$ cat src/rtl/nbr_pkg.sv
// Package: constants, register map and types of the northbridge request router
package nbr_pkg;
   // Configuration space geometry
   localparam int unsigned BASE_REGION_BYTES = 256;
   localparam int unsigned FUNC_SPACE_LAST = 4095;
   localparam logic [7:0] NODE_DEV_FIRST = 8'h18;
   localparam logic [7:0] NODE_DEV_LAST = 8'h1F;
   localparam logic [15:0] PORT_ADDR_IO = 16'h0CF8;
   localparam logic [15:0] PORT_DATA_IO = 16'h0CFC;
   localparam logic [47:0] LINK_BASE_CFG_ADDR = 48'hFD_FE00_0000;
   localparam logic [47:0] LINK_EXT_CFG_ADDR = 48'hFE_0000_0000;
   localparam logic [31:0] UNIMPL_REG_DATA = 32'h0000_0000;
   localparam logic [31:0] UNIMPL_FUNC_DATA = 32'hFFFF_FFFF;

   // APB register offsets (byte addresses)
   localparam logic [11:0] REG_CTRL = 12'h000;
   localparam logic [11:0] REG_MMCFG_BASE = 12'h004;
   localparam logic [11:0] REG_MMIO_BASE = 12'h008;
   localparam logic [11:0] REG_MMIO_LIMIT = 12'h00C;
   localparam logic [11:0] REG_DRAM_BASE = 12'h010;
   localparam logic [11:0] REG_DRAM_LIMIT = 12'h014;
   localparam logic [11:0] REG_IO_BASE = 12'h018;
   localparam logic [11:0] REG_IO_LIMIT = 12'h01C;
   localparam logic [11:0] REG_CFGMAP = 12'h020;
   localparam logic [11:0] REG_STATUS = 12'h024;
   localparam logic [11:0] REG_SCRATCH = 12'h028;

   // Control register fields and register reset values
   localparam int unsigned CTRL_PORT_CFG_EN = 0;
   localparam int unsigned CTRL_PORT_EXT_EN = 1;
   localparam int unsigned CTRL_PORT_FAULT_EN = 2;
   localparam int unsigned CTRL_VGA_EN = 3;
   localparam int unsigned CTRL_MMCFG_EN = 4;
   localparam int unsigned CTRL_BUSN_LSB = 8;
   localparam int unsigned CTRL_SUBLINK_LSB = 12;
   localparam int unsigned CTRL_FUNCS_LSB = 16;
   localparam logic [31:0] CTRL_RESET = 32'h0000_0000;
   localparam logic [31:0] MMCFG_BASE_RESET = 32'hE000_0000;
   localparam logic [31:0] LIMIT_RESET = 32'h0000_0000;
   localparam logic [31:0] BASE_RESET = 32'hFFFF_FFFF;
   // Configuration map: [7:0] bus lo, [15:8] bus hi, [17:16] link, [31] valid
   localparam int unsigned CFGMAP_VALID = 31;
   localparam int unsigned CFGMAP_LINK_LSB = 16;

   // VGA compatible windows
   localparam logic [31:0] VGA_MEM_LO = 32'h000A_0000;
   localparam logic [31:0] VGA_MEM_HI = 32'h000B_FFFF;
   localparam logic [31:0] VGA_IO_LO = 32'h0000_03B0;
   localparam logic [31:0] VGA_IO_HI = 32'h0000_03DF;

   typedef enum logic [1:0] {
      NBR_SPACE_MEM = 2'h0,
      NBR_SPACE_IO = 2'h1,
      NBR_SPACE_CFG = 2'h2
   } nbr_space_e;

   // One-hot destinations; none is all zeros
   typedef enum logic [5:0] {
      NBR_DST_NONE = 6'h00,
      NBR_DST_DRAM = 6'h01,
      NBR_DST_ROOT = 6'h02,
      NBR_DST_LEGACY = 6'h04,
      NBR_DST_VGA = 6'h08,
      NBR_DST_LINK = 6'h10,
      NBR_DST_ABORT = 6'h20
   } nbr_dst_e;

   typedef enum logic [3:0] {
      NBR_ST_IDLE = 4'h1,
      NBR_ST_ROUTE = 4'h2,
      NBR_ST_WAIT = 4'h4,
      NBR_ST_DONE = 4'h8
   } nbr_state_e;
endpackage

$ cat src/rtl/nbr_router.sv
// Northbridge request router: config access paths and address space routing
`timescale 1ns/1ps
module nbr_router #(
   parameter int unsigned NUM_REGS = 64,
   parameter int unsigned LINK_W = 2
) (
   input wire logic pclk,
   input wire logic presetn,
   input wire logic clk_en,
   // APB slave
   input wire logic psel,
   input wire logic penable,
   input wire logic pwrite,
   input wire logic [11:0] paddr,
   input wire logic [31:0] pwdata,
   output logic [31:0] prdata,
   output logic pready,
   output logic pslverr,
   // Request port
   input wire logic req_valid,
   output logic req_ready,
   input wire logic req_from_core,
   input wire logic [1:0] req_space,
   input wire logic req_dst_dram,
   input wire logic req_write,
   input wire logic req_posted,
   input wire logic req_port_io,
   input wire logic [47:0] req_addr,
   input wire logic [31:0] req_wdata,
   // Routed answer
   output logic rsp_valid,
   output logic [5:0] rsp_dst,
   output logic [47:0] rsp_addr,
   output logic [31:0] rsp_rdata,
   output logic rsp_fault,
   output logic [LINK_W-1:0] rsp_link,
   // Completion of a forwarded config cycle, from the far side
   input wire logic cfg_done,
   input wire logic cfg_master_abort
);
   import nbr_pkg::*;

   initial begin
      if (NUM_REGS < 1 || NUM_REGS > 1024 || LINK_W < 1 || LINK_W > 2)
         $error("nbr_router: unsupported parameters");
   end

   typedef struct packed {
      nbr_state_e st;
      logic [31:0] ctrl;
      logic [31:0] mmcfg_base;
      logic [31:0] mmio_base;
      logic [31:0] mmio_limit;
      logic [31:0] dram_base;
      logic [31:0] dram_limit;
      logic [31:0] io_base;
      logic [31:0] io_limit;
      logic [31:0] cfgmap;
      logic [31:0] scratch;
      logic [31:0] port_addr;
      logic [15:0] abort_cnt;
      logic cfg_pending;
      logic [31:0] prdata;
      logic rsp_valid;
      logic [5:0] rsp_dst;
      logic [47:0] rsp_addr;
      logic [31:0] rsp_rdata;
      logic rsp_fault;
      logic [LINK_W-1:0] rsp_link;
   } nbr_state_s;

   nbr_state_s cur_ff;
   nbr_state_s nxt_cur;

   // Decoded configuration target
   logic [7:0] c_bus;
   logic [4:0] c_dev;
   logic [2:0] c_fn;
   logic [11:0] c_off;
   logic in_window;
   logic [3:0] bus_bits;
   logic [31:0] win_size;
   logic [31:0] a32;
   logic is_node_dev;
   logic fn_impl;
   logic reg_impl;
   logic map_hit;

   // APB handshake: zero wait states, access phase completes at once
   assign pready = 1'b1;
   assign pslverr = 1'b0;
   assign prdata = cur_ff.prdata;
   // Take requests in idle only, so none is dropped in the done cycle; hold posted writes while a config cycle is pending
   assign req_ready = !(req_posted && cur_ff.cfg_pending) && (cur_ff.st == NBR_ST_IDLE);
   assign rsp_valid = cur_ff.rsp_valid;
   assign rsp_dst = cur_ff.rsp_dst;
   assign rsp_addr = cur_ff.rsp_addr;
   assign rsp_rdata = cur_ff.rsp_rdata;
   assign rsp_fault = cur_ff.rsp_fault;
   assign rsp_link = cur_ff.rsp_link;

   // Window and configuration address decode
   always_comb begin
      a32 = req_addr[31:0];
      bus_bits = cur_ff.ctrl[CTRL_BUSN_LSB +: 4];
      if (bus_bits > 4'h8)
         bus_bits = 4'h8;
      // 1 MiB per bus, window sized by the supported bus count
      win_size = 32'h0010_0000 << bus_bits;
      in_window = cur_ff.ctrl[CTRL_MMCFG_EN] && req_addr[47:32] == 16'h0000 &&
                  a32 >= cur_ff.mmcfg_base && (a32 - cur_ff.mmcfg_base) < win_size;
      if (req_port_io) begin
         c_bus = cur_ff.port_addr[23:16];
         c_dev = cur_ff.port_addr[15:11];
         c_fn = cur_ff.port_addr[10:8];
         // Extended bits [27:24] count only when that path is opened
         c_off = {cur_ff.ctrl[CTRL_PORT_EXT_EN] ? cur_ff.port_addr[27:24] : 4'h0,
                  cur_ff.port_addr[7:2], req_addr[1:0]};
      end else begin
         // Offset into window: bus, device, function, offset
         {c_bus, c_dev, c_fn, c_off} = 28'(a32 - cur_ff.mmcfg_base);
      end
      is_node_dev = c_bus == 8'h00 && {3'h0, c_dev} >= NODE_DEV_FIRST &&
                    {3'h0, c_dev} <= NODE_DEV_LAST;
      fn_impl = cur_ff.ctrl[CTRL_FUNCS_LSB + c_fn];
      // Register file per function covers words 0..NUM_REGS-1 of 4096 bytes
      reg_impl = 32'(c_off[11:2]) < NUM_REGS;
      map_hit = cur_ff.cfgmap[CFGMAP_VALID] && c_bus >= cur_ff.cfgmap[7:0] &&
                c_bus <= cur_ff.cfgmap[15:8];
   end

   // Single next-state process for registers, routing and ordering
   always_comb begin
      nxt_cur = cur_ff;
      nxt_cur.rsp_valid = 1'b0;
      // APB: writes act at the access phase; unmapped reads return zero
      if (psel && penable && pwrite) begin
         if (paddr == REG_CTRL)
            nxt_cur.ctrl = pwdata;
         else if (paddr == REG_MMCFG_BASE)
            nxt_cur.mmcfg_base = {pwdata[31:20], 20'h0_0000};
         else if (paddr == REG_MMIO_BASE)
            nxt_cur.mmio_base = pwdata;
         else if (paddr == REG_MMIO_LIMIT)
            nxt_cur.mmio_limit = pwdata;
         else if (paddr == REG_DRAM_BASE)
            nxt_cur.dram_base = pwdata;
         else if (paddr == REG_DRAM_LIMIT)
            nxt_cur.dram_limit = pwdata;
         else if (paddr == REG_IO_BASE)
            nxt_cur.io_base = pwdata;
         else if (paddr == REG_IO_LIMIT)
            nxt_cur.io_limit = pwdata;
         else if (paddr == REG_CFGMAP)
            nxt_cur.cfgmap = pwdata;
         else if (paddr == REG_SCRATCH)
            nxt_cur.scratch = pwdata;
      end
      if (psel && !penable && !pwrite) begin
         if (paddr == REG_CTRL)
            nxt_cur.prdata = cur_ff.ctrl;
         else if (paddr == REG_MMCFG_BASE)
            nxt_cur.prdata = cur_ff.mmcfg_base;
         else if (paddr == REG_MMIO_BASE)
            nxt_cur.prdata = cur_ff.mmio_base;
         else if (paddr == REG_MMIO_LIMIT)
            nxt_cur.prdata = cur_ff.mmio_limit;
         else if (paddr == REG_DRAM_BASE)
            nxt_cur.prdata = cur_ff.dram_base;
         else if (paddr == REG_DRAM_LIMIT)
            nxt_cur.prdata = cur_ff.dram_limit;
         else if (paddr == REG_IO_BASE)
            nxt_cur.prdata = cur_ff.io_base;
         else if (paddr == REG_IO_LIMIT)
            nxt_cur.prdata = cur_ff.io_limit;
         else if (paddr == REG_CFGMAP)
            nxt_cur.prdata = cur_ff.cfgmap;
         else if (paddr == REG_STATUS)
            nxt_cur.prdata = {14'h0000, cur_ff.cfg_pending, 1'b0, cur_ff.abort_cnt};
         else if (paddr == REG_SCRATCH)
            nxt_cur.prdata = cur_ff.scratch;
         else
            nxt_cur.prdata = 32'h0000_0000;
      end

      case (cur_ff.st)
         NBR_ST_IDLE: begin
            if (req_valid && req_ready) begin
               nxt_cur.st = NBR_ST_DONE;
               nxt_cur.rsp_valid = 1'b1;
               nxt_cur.rsp_fault = 1'b0;
               nxt_cur.rsp_rdata = 32'h0000_0000;
               nxt_cur.rsp_addr = req_addr;
               nxt_cur.rsp_link = '0;
               nxt_cur.rsp_dst = NBR_DST_LEGACY;
               if (req_port_io && req_space == NBR_SPACE_IO) begin
                  // Port config path: CF8h holds address, CFCh moves data
                  if (cur_ff.ctrl[CTRL_PORT_FAULT_EN] &&
                      (req_addr[15:0] == PORT_ADDR_IO || req_addr[15:2] == PORT_DATA_IO[15:2])) begin
                     nxt_cur.rsp_fault = 1'b1;
                     nxt_cur.rsp_dst = NBR_DST_NONE;
                  end else if (req_addr[15:0] == PORT_ADDR_IO) begin
                     nxt_cur.rsp_dst = NBR_DST_NONE;
                     if (req_write)
                        nxt_cur.port_addr = req_wdata;
                     nxt_cur.rsp_rdata = cur_ff.port_addr;
                  end else if (req_addr[15:2] == PORT_DATA_IO[15:2] &&
                               cur_ff.port_addr[31] && cur_ff.ctrl[CTRL_PORT_CFG_EN]) begin
                     if (is_node_dev) begin
                        nxt_cur.rsp_dst = NBR_DST_NONE;
                        nxt_cur.rsp_rdata = !fn_impl ? UNIMPL_FUNC_DATA :
                                            !reg_impl ? UNIMPL_REG_DATA : cur_ff.scratch;
                     end else if (!req_from_core) begin
                        nxt_cur.rsp_dst = NBR_DST_ABORT;
                     end else begin
                        nxt_cur.rsp_dst = NBR_DST_LINK;
                        nxt_cur.rsp_link = map_hit ? cur_ff.cfgmap[CFGMAP_LINK_LSB +: LINK_W] :
                                           cur_ff.ctrl[CTRL_SUBLINK_LSB +: LINK_W];
                        nxt_cur.rsp_addr = (c_off >= 12'(BASE_REGION_BYTES) ?
                                            LINK_EXT_CFG_ADDR : LINK_BASE_CFG_ADDR) +
                                           {20'h0_0000, c_bus, c_dev, c_fn, c_off};
                        nxt_cur.st = NBR_ST_WAIT;
                     end
                  end else if (req_addr[31:0] >= cur_ff.io_base &&
                               req_addr[31:0] <= cur_ff.io_limit) begin
                     nxt_cur.rsp_dst = NBR_DST_ROOT;
                  end
               end else if (req_space == NBR_SPACE_CFG || in_window) begin
                  if (!req_from_core) begin
                     nxt_cur.rsp_dst = NBR_DST_ABORT;
                  end else if (is_node_dev) begin
                     // Local node registers; no abort recorded on a miss
                     nxt_cur.rsp_dst = NBR_DST_NONE;
                     nxt_cur.rsp_rdata = !fn_impl ? UNIMPL_FUNC_DATA :
                                         !reg_impl ? UNIMPL_REG_DATA : cur_ff.scratch;
                  end else begin
                     // Foreign device: forward by map or subtractive link
                     nxt_cur.rsp_dst = NBR_DST_LINK;
                     nxt_cur.rsp_link = map_hit ? cur_ff.cfgmap[CFGMAP_LINK_LSB +: LINK_W] :
                                        cur_ff.ctrl[CTRL_SUBLINK_LSB +: LINK_W];
                     nxt_cur.rsp_addr = (c_off >= 12'(BASE_REGION_BYTES) ?
                                         LINK_EXT_CFG_ADDR : LINK_BASE_CFG_ADDR) +
                                        {20'h0_0000, c_bus, c_dev, c_fn, c_off};
                     nxt_cur.cfg_pending = in_window;
                     nxt_cur.st = NBR_ST_WAIT;
                  end
               end else if (req_space == NBR_SPACE_IO) begin
                  // Priority order: root, VGA, legacy
                  if (req_addr[31:0] >= cur_ff.io_base && req_addr[31:0] <= cur_ff.io_limit)
                     nxt_cur.rsp_dst = NBR_DST_ROOT;
                  else if (cur_ff.ctrl[CTRL_VGA_EN] && req_addr[31:0] >= VGA_IO_LO &&
                           req_addr[31:0] <= VGA_IO_HI)
                     nxt_cur.rsp_dst = NBR_DST_VGA;
               end else begin
                  // Memory space, one destination by priority
                  if (!req_from_core) begin
                     if (req_addr[31:0] >= cur_ff.mmio_base && req_addr[31:0] <= cur_ff.mmio_limit)
                        nxt_cur.rsp_dst = NBR_DST_ROOT;
                     else if (req_addr[31:0] >= cur_ff.dram_base &&
                              req_addr[31:0] <= cur_ff.dram_limit)
                        nxt_cur.rsp_dst = NBR_DST_DRAM;
                  end else if (req_dst_dram) begin
                     if (req_addr[31:0] >= cur_ff.dram_base && req_addr[31:0] <= cur_ff.dram_limit)
                        nxt_cur.rsp_dst = NBR_DST_DRAM;
                  end else begin
                     if (cur_ff.ctrl[CTRL_VGA_EN] && req_addr[31:0] >= VGA_MEM_LO &&
                         req_addr[31:0] <= VGA_MEM_HI)
                        nxt_cur.rsp_dst = NBR_DST_VGA;
                     else if (req_addr[31:0] >= cur_ff.mmio_base &&
                              req_addr[31:0] <= cur_ff.mmio_limit)
                        nxt_cur.rsp_dst = NBR_DST_ROOT;
                  end
                  // DRAM controllers see the offset inside their range only
                  if (nxt_cur.rsp_dst == NBR_DST_DRAM)
                     nxt_cur.rsp_addr = {16'h0000, req_addr[31:0] - cur_ff.dram_base};
               end
            end
         end
         NBR_ST_WAIT: begin
            // Forwarded config cycle outstanding; count aborts from the link
            if (cfg_done) begin
               nxt_cur.cfg_pending = 1'b0;
               if (cfg_master_abort)
                  nxt_cur.abort_cnt = cur_ff.abort_cnt + 16'h0001;
               nxt_cur.st = NBR_ST_DONE;
            end
         end
         NBR_ST_DONE: nxt_cur.st = NBR_ST_IDLE;
         default: nxt_cur.st = NBR_ST_IDLE;
      endcase
   end

   // State register, frozen while clock enable is low
   always_ff @(posedge pclk or negedge presetn) begin
      if (!presetn) begin
         cur_ff <= '0;
         cur_ff.st <= NBR_ST_IDLE;
         cur_ff.ctrl <= CTRL_RESET;
         cur_ff.mmcfg_base <= MMCFG_BASE_RESET;
         cur_ff.mmio_base <= BASE_RESET;
         cur_ff.dram_base <= BASE_RESET;
         cur_ff.io_base <= BASE_RESET;
         cur_ff.mmio_limit <= LIMIT_RESET;
         cur_ff.dram_limit <= LIMIT_RESET;
         cur_ff.io_limit <= LIMIT_RESET;
      end else if (clk_en) begin
         cur_ff <= nxt_cur;
      end
   end
endmodule

$ cat config.mk
export PLATFORM = sky130hd
export DESIGN_NAME = nbr_router
export DESIGN_NICKNAME = d
export VERILOG_FILES = /design/src/rtl/nbr_pkg.sv /design/src/rtl/nbr_router.sv
export SDC_FILE = /design/constraint.sdc
export NUM_CORES = 1
export LEC_CHECK = 0
export BUFFER_PORTS_ARGS = -buffer_cell sky130_fd_sc_hd__buf_2
export CAP_MARGIN = 10
export CORE_ASPECT_RATIO = 0.5
export CORE_UTILIZATION = 40
export CTS_CLUSTER_SIZE = 14
export DETAILED_ROUTE_END_ITERATION = 12
export GPL_ROUTABILITY_DRIVEN = 0
export PLACE_DENSITY = 0.68
export SETUP_SLACK_MARGIN = 0.2
export SLEW_MARGIN = 20
export SYNTH_ARGS = -nofsm -noshare
export SYNTH_HDL_FRONTEND = slang
export SYNTH_SLANG_ARGS = --single-unit
$ cat constraint.sdc
create_clock -name pclk -period 6.7 [get_ports pclk]
set_clock_uncertainty 0.05 [all_clocks]
set_input_delay 1.34 -clock pclk [delete_from_list [all_inputs] [get_ports pclk]]
set_output_delay 1.34 -clock pclk [all_outputs]
set_load 0.02 [all_outputs]
==> impl_summary.md <==
Clock tree
The total clock sinks is 474. The number of hold buffers added after CTS was 0. The clock passes through at most 3 buffers. The count of instances resized after the clock tree is built is 0. The number of buffers created by CTS is 49. TritonCTS built the clock tree. The clock latency at the later pin of the worst-skew pair is 0.60 ns. After clock tree synthesis, the clock-pin slew on the worst setup and hold paths is 0.06 ns. In this run the clock root is driven by a clkbuf_16.

The number of H-tree branching levels is 2. The number of setup buffers added after CTS is 0.

Layout
Leaving out fill and tap cells, the most frequent cell in the layout is dfrtp_1. From synthesis to final layout, the design area changed by 10.4%. The sequential cell area is 12,000 um^2. In the layout the commonest cells are dfrtp_1 (374), nand2_1 (263), buf_2 (261). The net total in the final layout is 3,644. The area taken by multi-input logic gates is 15,600 um^2. After filler insertion, the fill cell instance count of the layout stands at 6,974. The fraction of layout cells with a size suffix above 1 is 0.225.

Worst setup path
The type of element capturing the critical path is a register. The count of buffer and inverter cells on the critical path is 1. The highest cell delay on the worst timing path is 0.49 ns. The top fanout value on the critical path is 14. The arrival time reported for the critical path endpoint is 6.15 ns.

The critical path goes through buf_2 -> ha_1 -> o21ai_0 -> a21oi_2 -> o21a_1 -> a21oi_1 -> nor2b_1 -> o21ai_0 -> nand2b_1 -> xor2_1 -> ha_1 -> a211oi_1 -> o221ai_1 -> o2111ai_1 -> o311ai_1 -> and3_1 -> or3_1 -> and3_1 -> a221o_1. The kind of cell with the highest combined delay on the critical path is compound AO/OA/AOI/OAI gates. The worst setup path is launched from an input pin. The critical-path cell with the highest stage delay is ha_1. The critical path in this run is classified as in -> reg. The data required time of the critical path is 7.12 ns.

Timing
For this run, the top clock speed supported by timing is 0.175 GHz. Setup violations remaining at the end of the flow were counted as 0. The worst path setup slack after routing is 0.972 ns.

The slew at the pin closest to its max-slew limit is 1.24 ns. The fraction of the cycle the final worst path needs is 0.855. The count of endpoints failing hold in the final timing report is 0. The worst slew margin relative to its limit is 0.164. The post-layout minimum cycle time is 5.73 ns. Setup repair after global routing left no endpoint under its margin. The number of pins with negative max-slew slack in the final report is 0.

The accumulated negative setup slack is 0 ns.

Routing
The number of vias after detailed routing is 26,000. The count of TritonRoute iterations in the first routing pass is 6. In this run the remaining antenna-violating nets after routing total 0. For this block, the initial DRC count from the detailed router was 2,919. For this run, design rule violations remaining after detail routing come to 0. The wire length after detailed routing is 107,000 um. The average detailed-routed wire length per instance is 24.7 um.

The routed via count divided by cell count is 6.04.

Yosys
A synthesized cell averages 9.42 um^2. The number of different library cells used by synthesis comes to 85. Of the post-synthesis cell area, the dominant cell type holds 0.311. Counting flops and latches in the post-synthesis netlist gives 474.

Yosys mapped a number of flops with a built-in enable equal to 0. The share of the Yosys chip area taken by registers is 0.398. For this run, the number of Yosys warnings is 0.

Counting every instance in the synthesized netlist gives 3,199. After synthesis, the share of flip-flops with an asynchronous set or reset is 1.00. The dominant register cell in the synthesized netlist is dfrtp_1. The summed instance area of the synthesized netlist is 30,100 um^2. By area the synthesized netlist is led by dfrtp_1 (31%), ha_1 (10%), dfstp_2 (8.7%).

The cell type contributing the most total cell area after synthesis is dfrtp_1.

GRT
The overall fraction of global-route tracks in use is 0.273. The first global-routing pass estimated 159,000 um of wire. For this run the aggregate overflow at the end of global routing stands at 0. The number of antenna violations at the first check in global routing is 8.

Entering global routing, the biggest net connects 140 pins. The via count of the first global-routing pass was 25,000.

Pwr
The areal power density over the cells is 242 nW/um^2. The completed layout was analyzed and its total power is 8.06 mW. The worst-case vdd ir drop is 0.179 mV. The static power due to leakage is 15.6 nW.

Die
The full die area is 76,500 um^2. Measured along the y axis, the die boundary spans 196 um. The die is 390 um wide. The initial standard-cell utilization of the core is 0.408. The floorplan has 70 rows.

The count of pins on the block boundary is 265. The core outline area is 73,800 um^2.

Place
The number of port buffers is 262. The HPWL after detailed placement is 80,100 um. The worst setup slack before clock tree synthesis is 0.502 ns.

Status
The flow ran to the end, and the final reports show no timing, DRC or antenna violations.

Flow run
Max-cap violations in this run came to 0.

Hold path
The min-delay analysis places its worst path in the category reg -> reg.
[metrics by stage]
stage / util / cell area, um^2 / hold slack, ns / cells
6_report: 0.451 / 33300 / 0.433 / 4311
5_1_grt: 0.451 / 33300 / 0.447 / 4311
4_1_cts: 0.450 / 33300 / 0.432 / 4309
3_5_place_dp: 0.428 / 31600 / 0.407 / 4218
3_3_place_gp: 0.428 / 31600 / 0.412 / 4218
2_1_floorplan: - / 30100 / 0.392 / 3202
[cells in the mapped netlist (23+ instances only)]
cell	number
o211ai_1	23
mux2_1	30
o21ai_0	215
nand3_1	44
dfrtp_1	374
ha_1	240
nor2b_1	26
dfstp_2	100
a22oi_1	54
nand2_1	263
nor2_1	182
a21o_1	38
nand4_1	58
buf_4	122
xnor2_1	32
inv_1	246
a2bb2oi_1	35
a211oi_1	40
clkbuf_1	152
o22ai_1	31
a21oi_1	254
o221ai_1	23
nor3_1	34
mux2_2	204
[report_power, final]
group          internal, mW  switching (mW)  total [mW]
Combinational         0.597            1.18        1.78
Sequential             3.17           0.234        3.40
Clock                  1.65            1.24        2.88
[logic make-up after synthesis]
kind of cell,Yosys count,share of synthesized area
AO/OA/AOI/OAI,896,0.192
AND/OR/NAND/NOR,723,0.114
buffers and inverters,561,0.0867
flip-flops,474,0.398
multiplexers,250,0.0932
adder cells (fa/ha/maj),243,0.102
XOR/XNOR,50,0.0145
other,2,0.000249
[layout make-up]
cell class,count,area share
Sequential cell,474,0.360
Clock buffer,64,0.0404
Antenna cell,2,0.000150
Tap cell,1008,0.0379
Clock inverter,27,0.00914
Timing Repair Buffer,323,0.0546
Inverter,246,0.0278
Multi-Input combinational cell,2167,0.470
[worst paths after layout]
path	cells after the start	slack (ns)	to	start
setup / recovery	19	0.97	rsp_addr[26]	req_addr[23]
hold / removal	1	0.43	cur_ff[138]	cur_ff[138]
setup reg to reg	19	1.44	rsp_addr[26]	cur_ff[450]
hold reg to reg	1	0.43	cur_ff[138]	cur_ff[138]
max in group asynchronous	2	4.55	prdata[10]	presetn
min in group asynchronous	1	0.70	cur_ff[365]	presetn
[routing by layer]
metal / global-route usage / routed length [um] / up-vias / part of all wire
met5: 0 / 40 / - / 0.00038
met4: 0.129 / 5570 / 8 / 0.052
met3: 0.0631 / 11300 / 309 / 0.11
met2: 0.421 / 47100 / 1415 / 0.44
met1: 0.364 / 42600 / 12800 / 0.40
li1: - / - / 11500 / -
[state kept, by name, summed over array words and instances, names as in the netlist]
name / cells
rsp_link: 2
rsp_rdata: 32
rsp_fault: 1
rsp_valid: 1
rsp_dst: 6
prdata: 32
rsp_addr: 48
cur_ff: 352
Power figures use the tool's default switching activity.
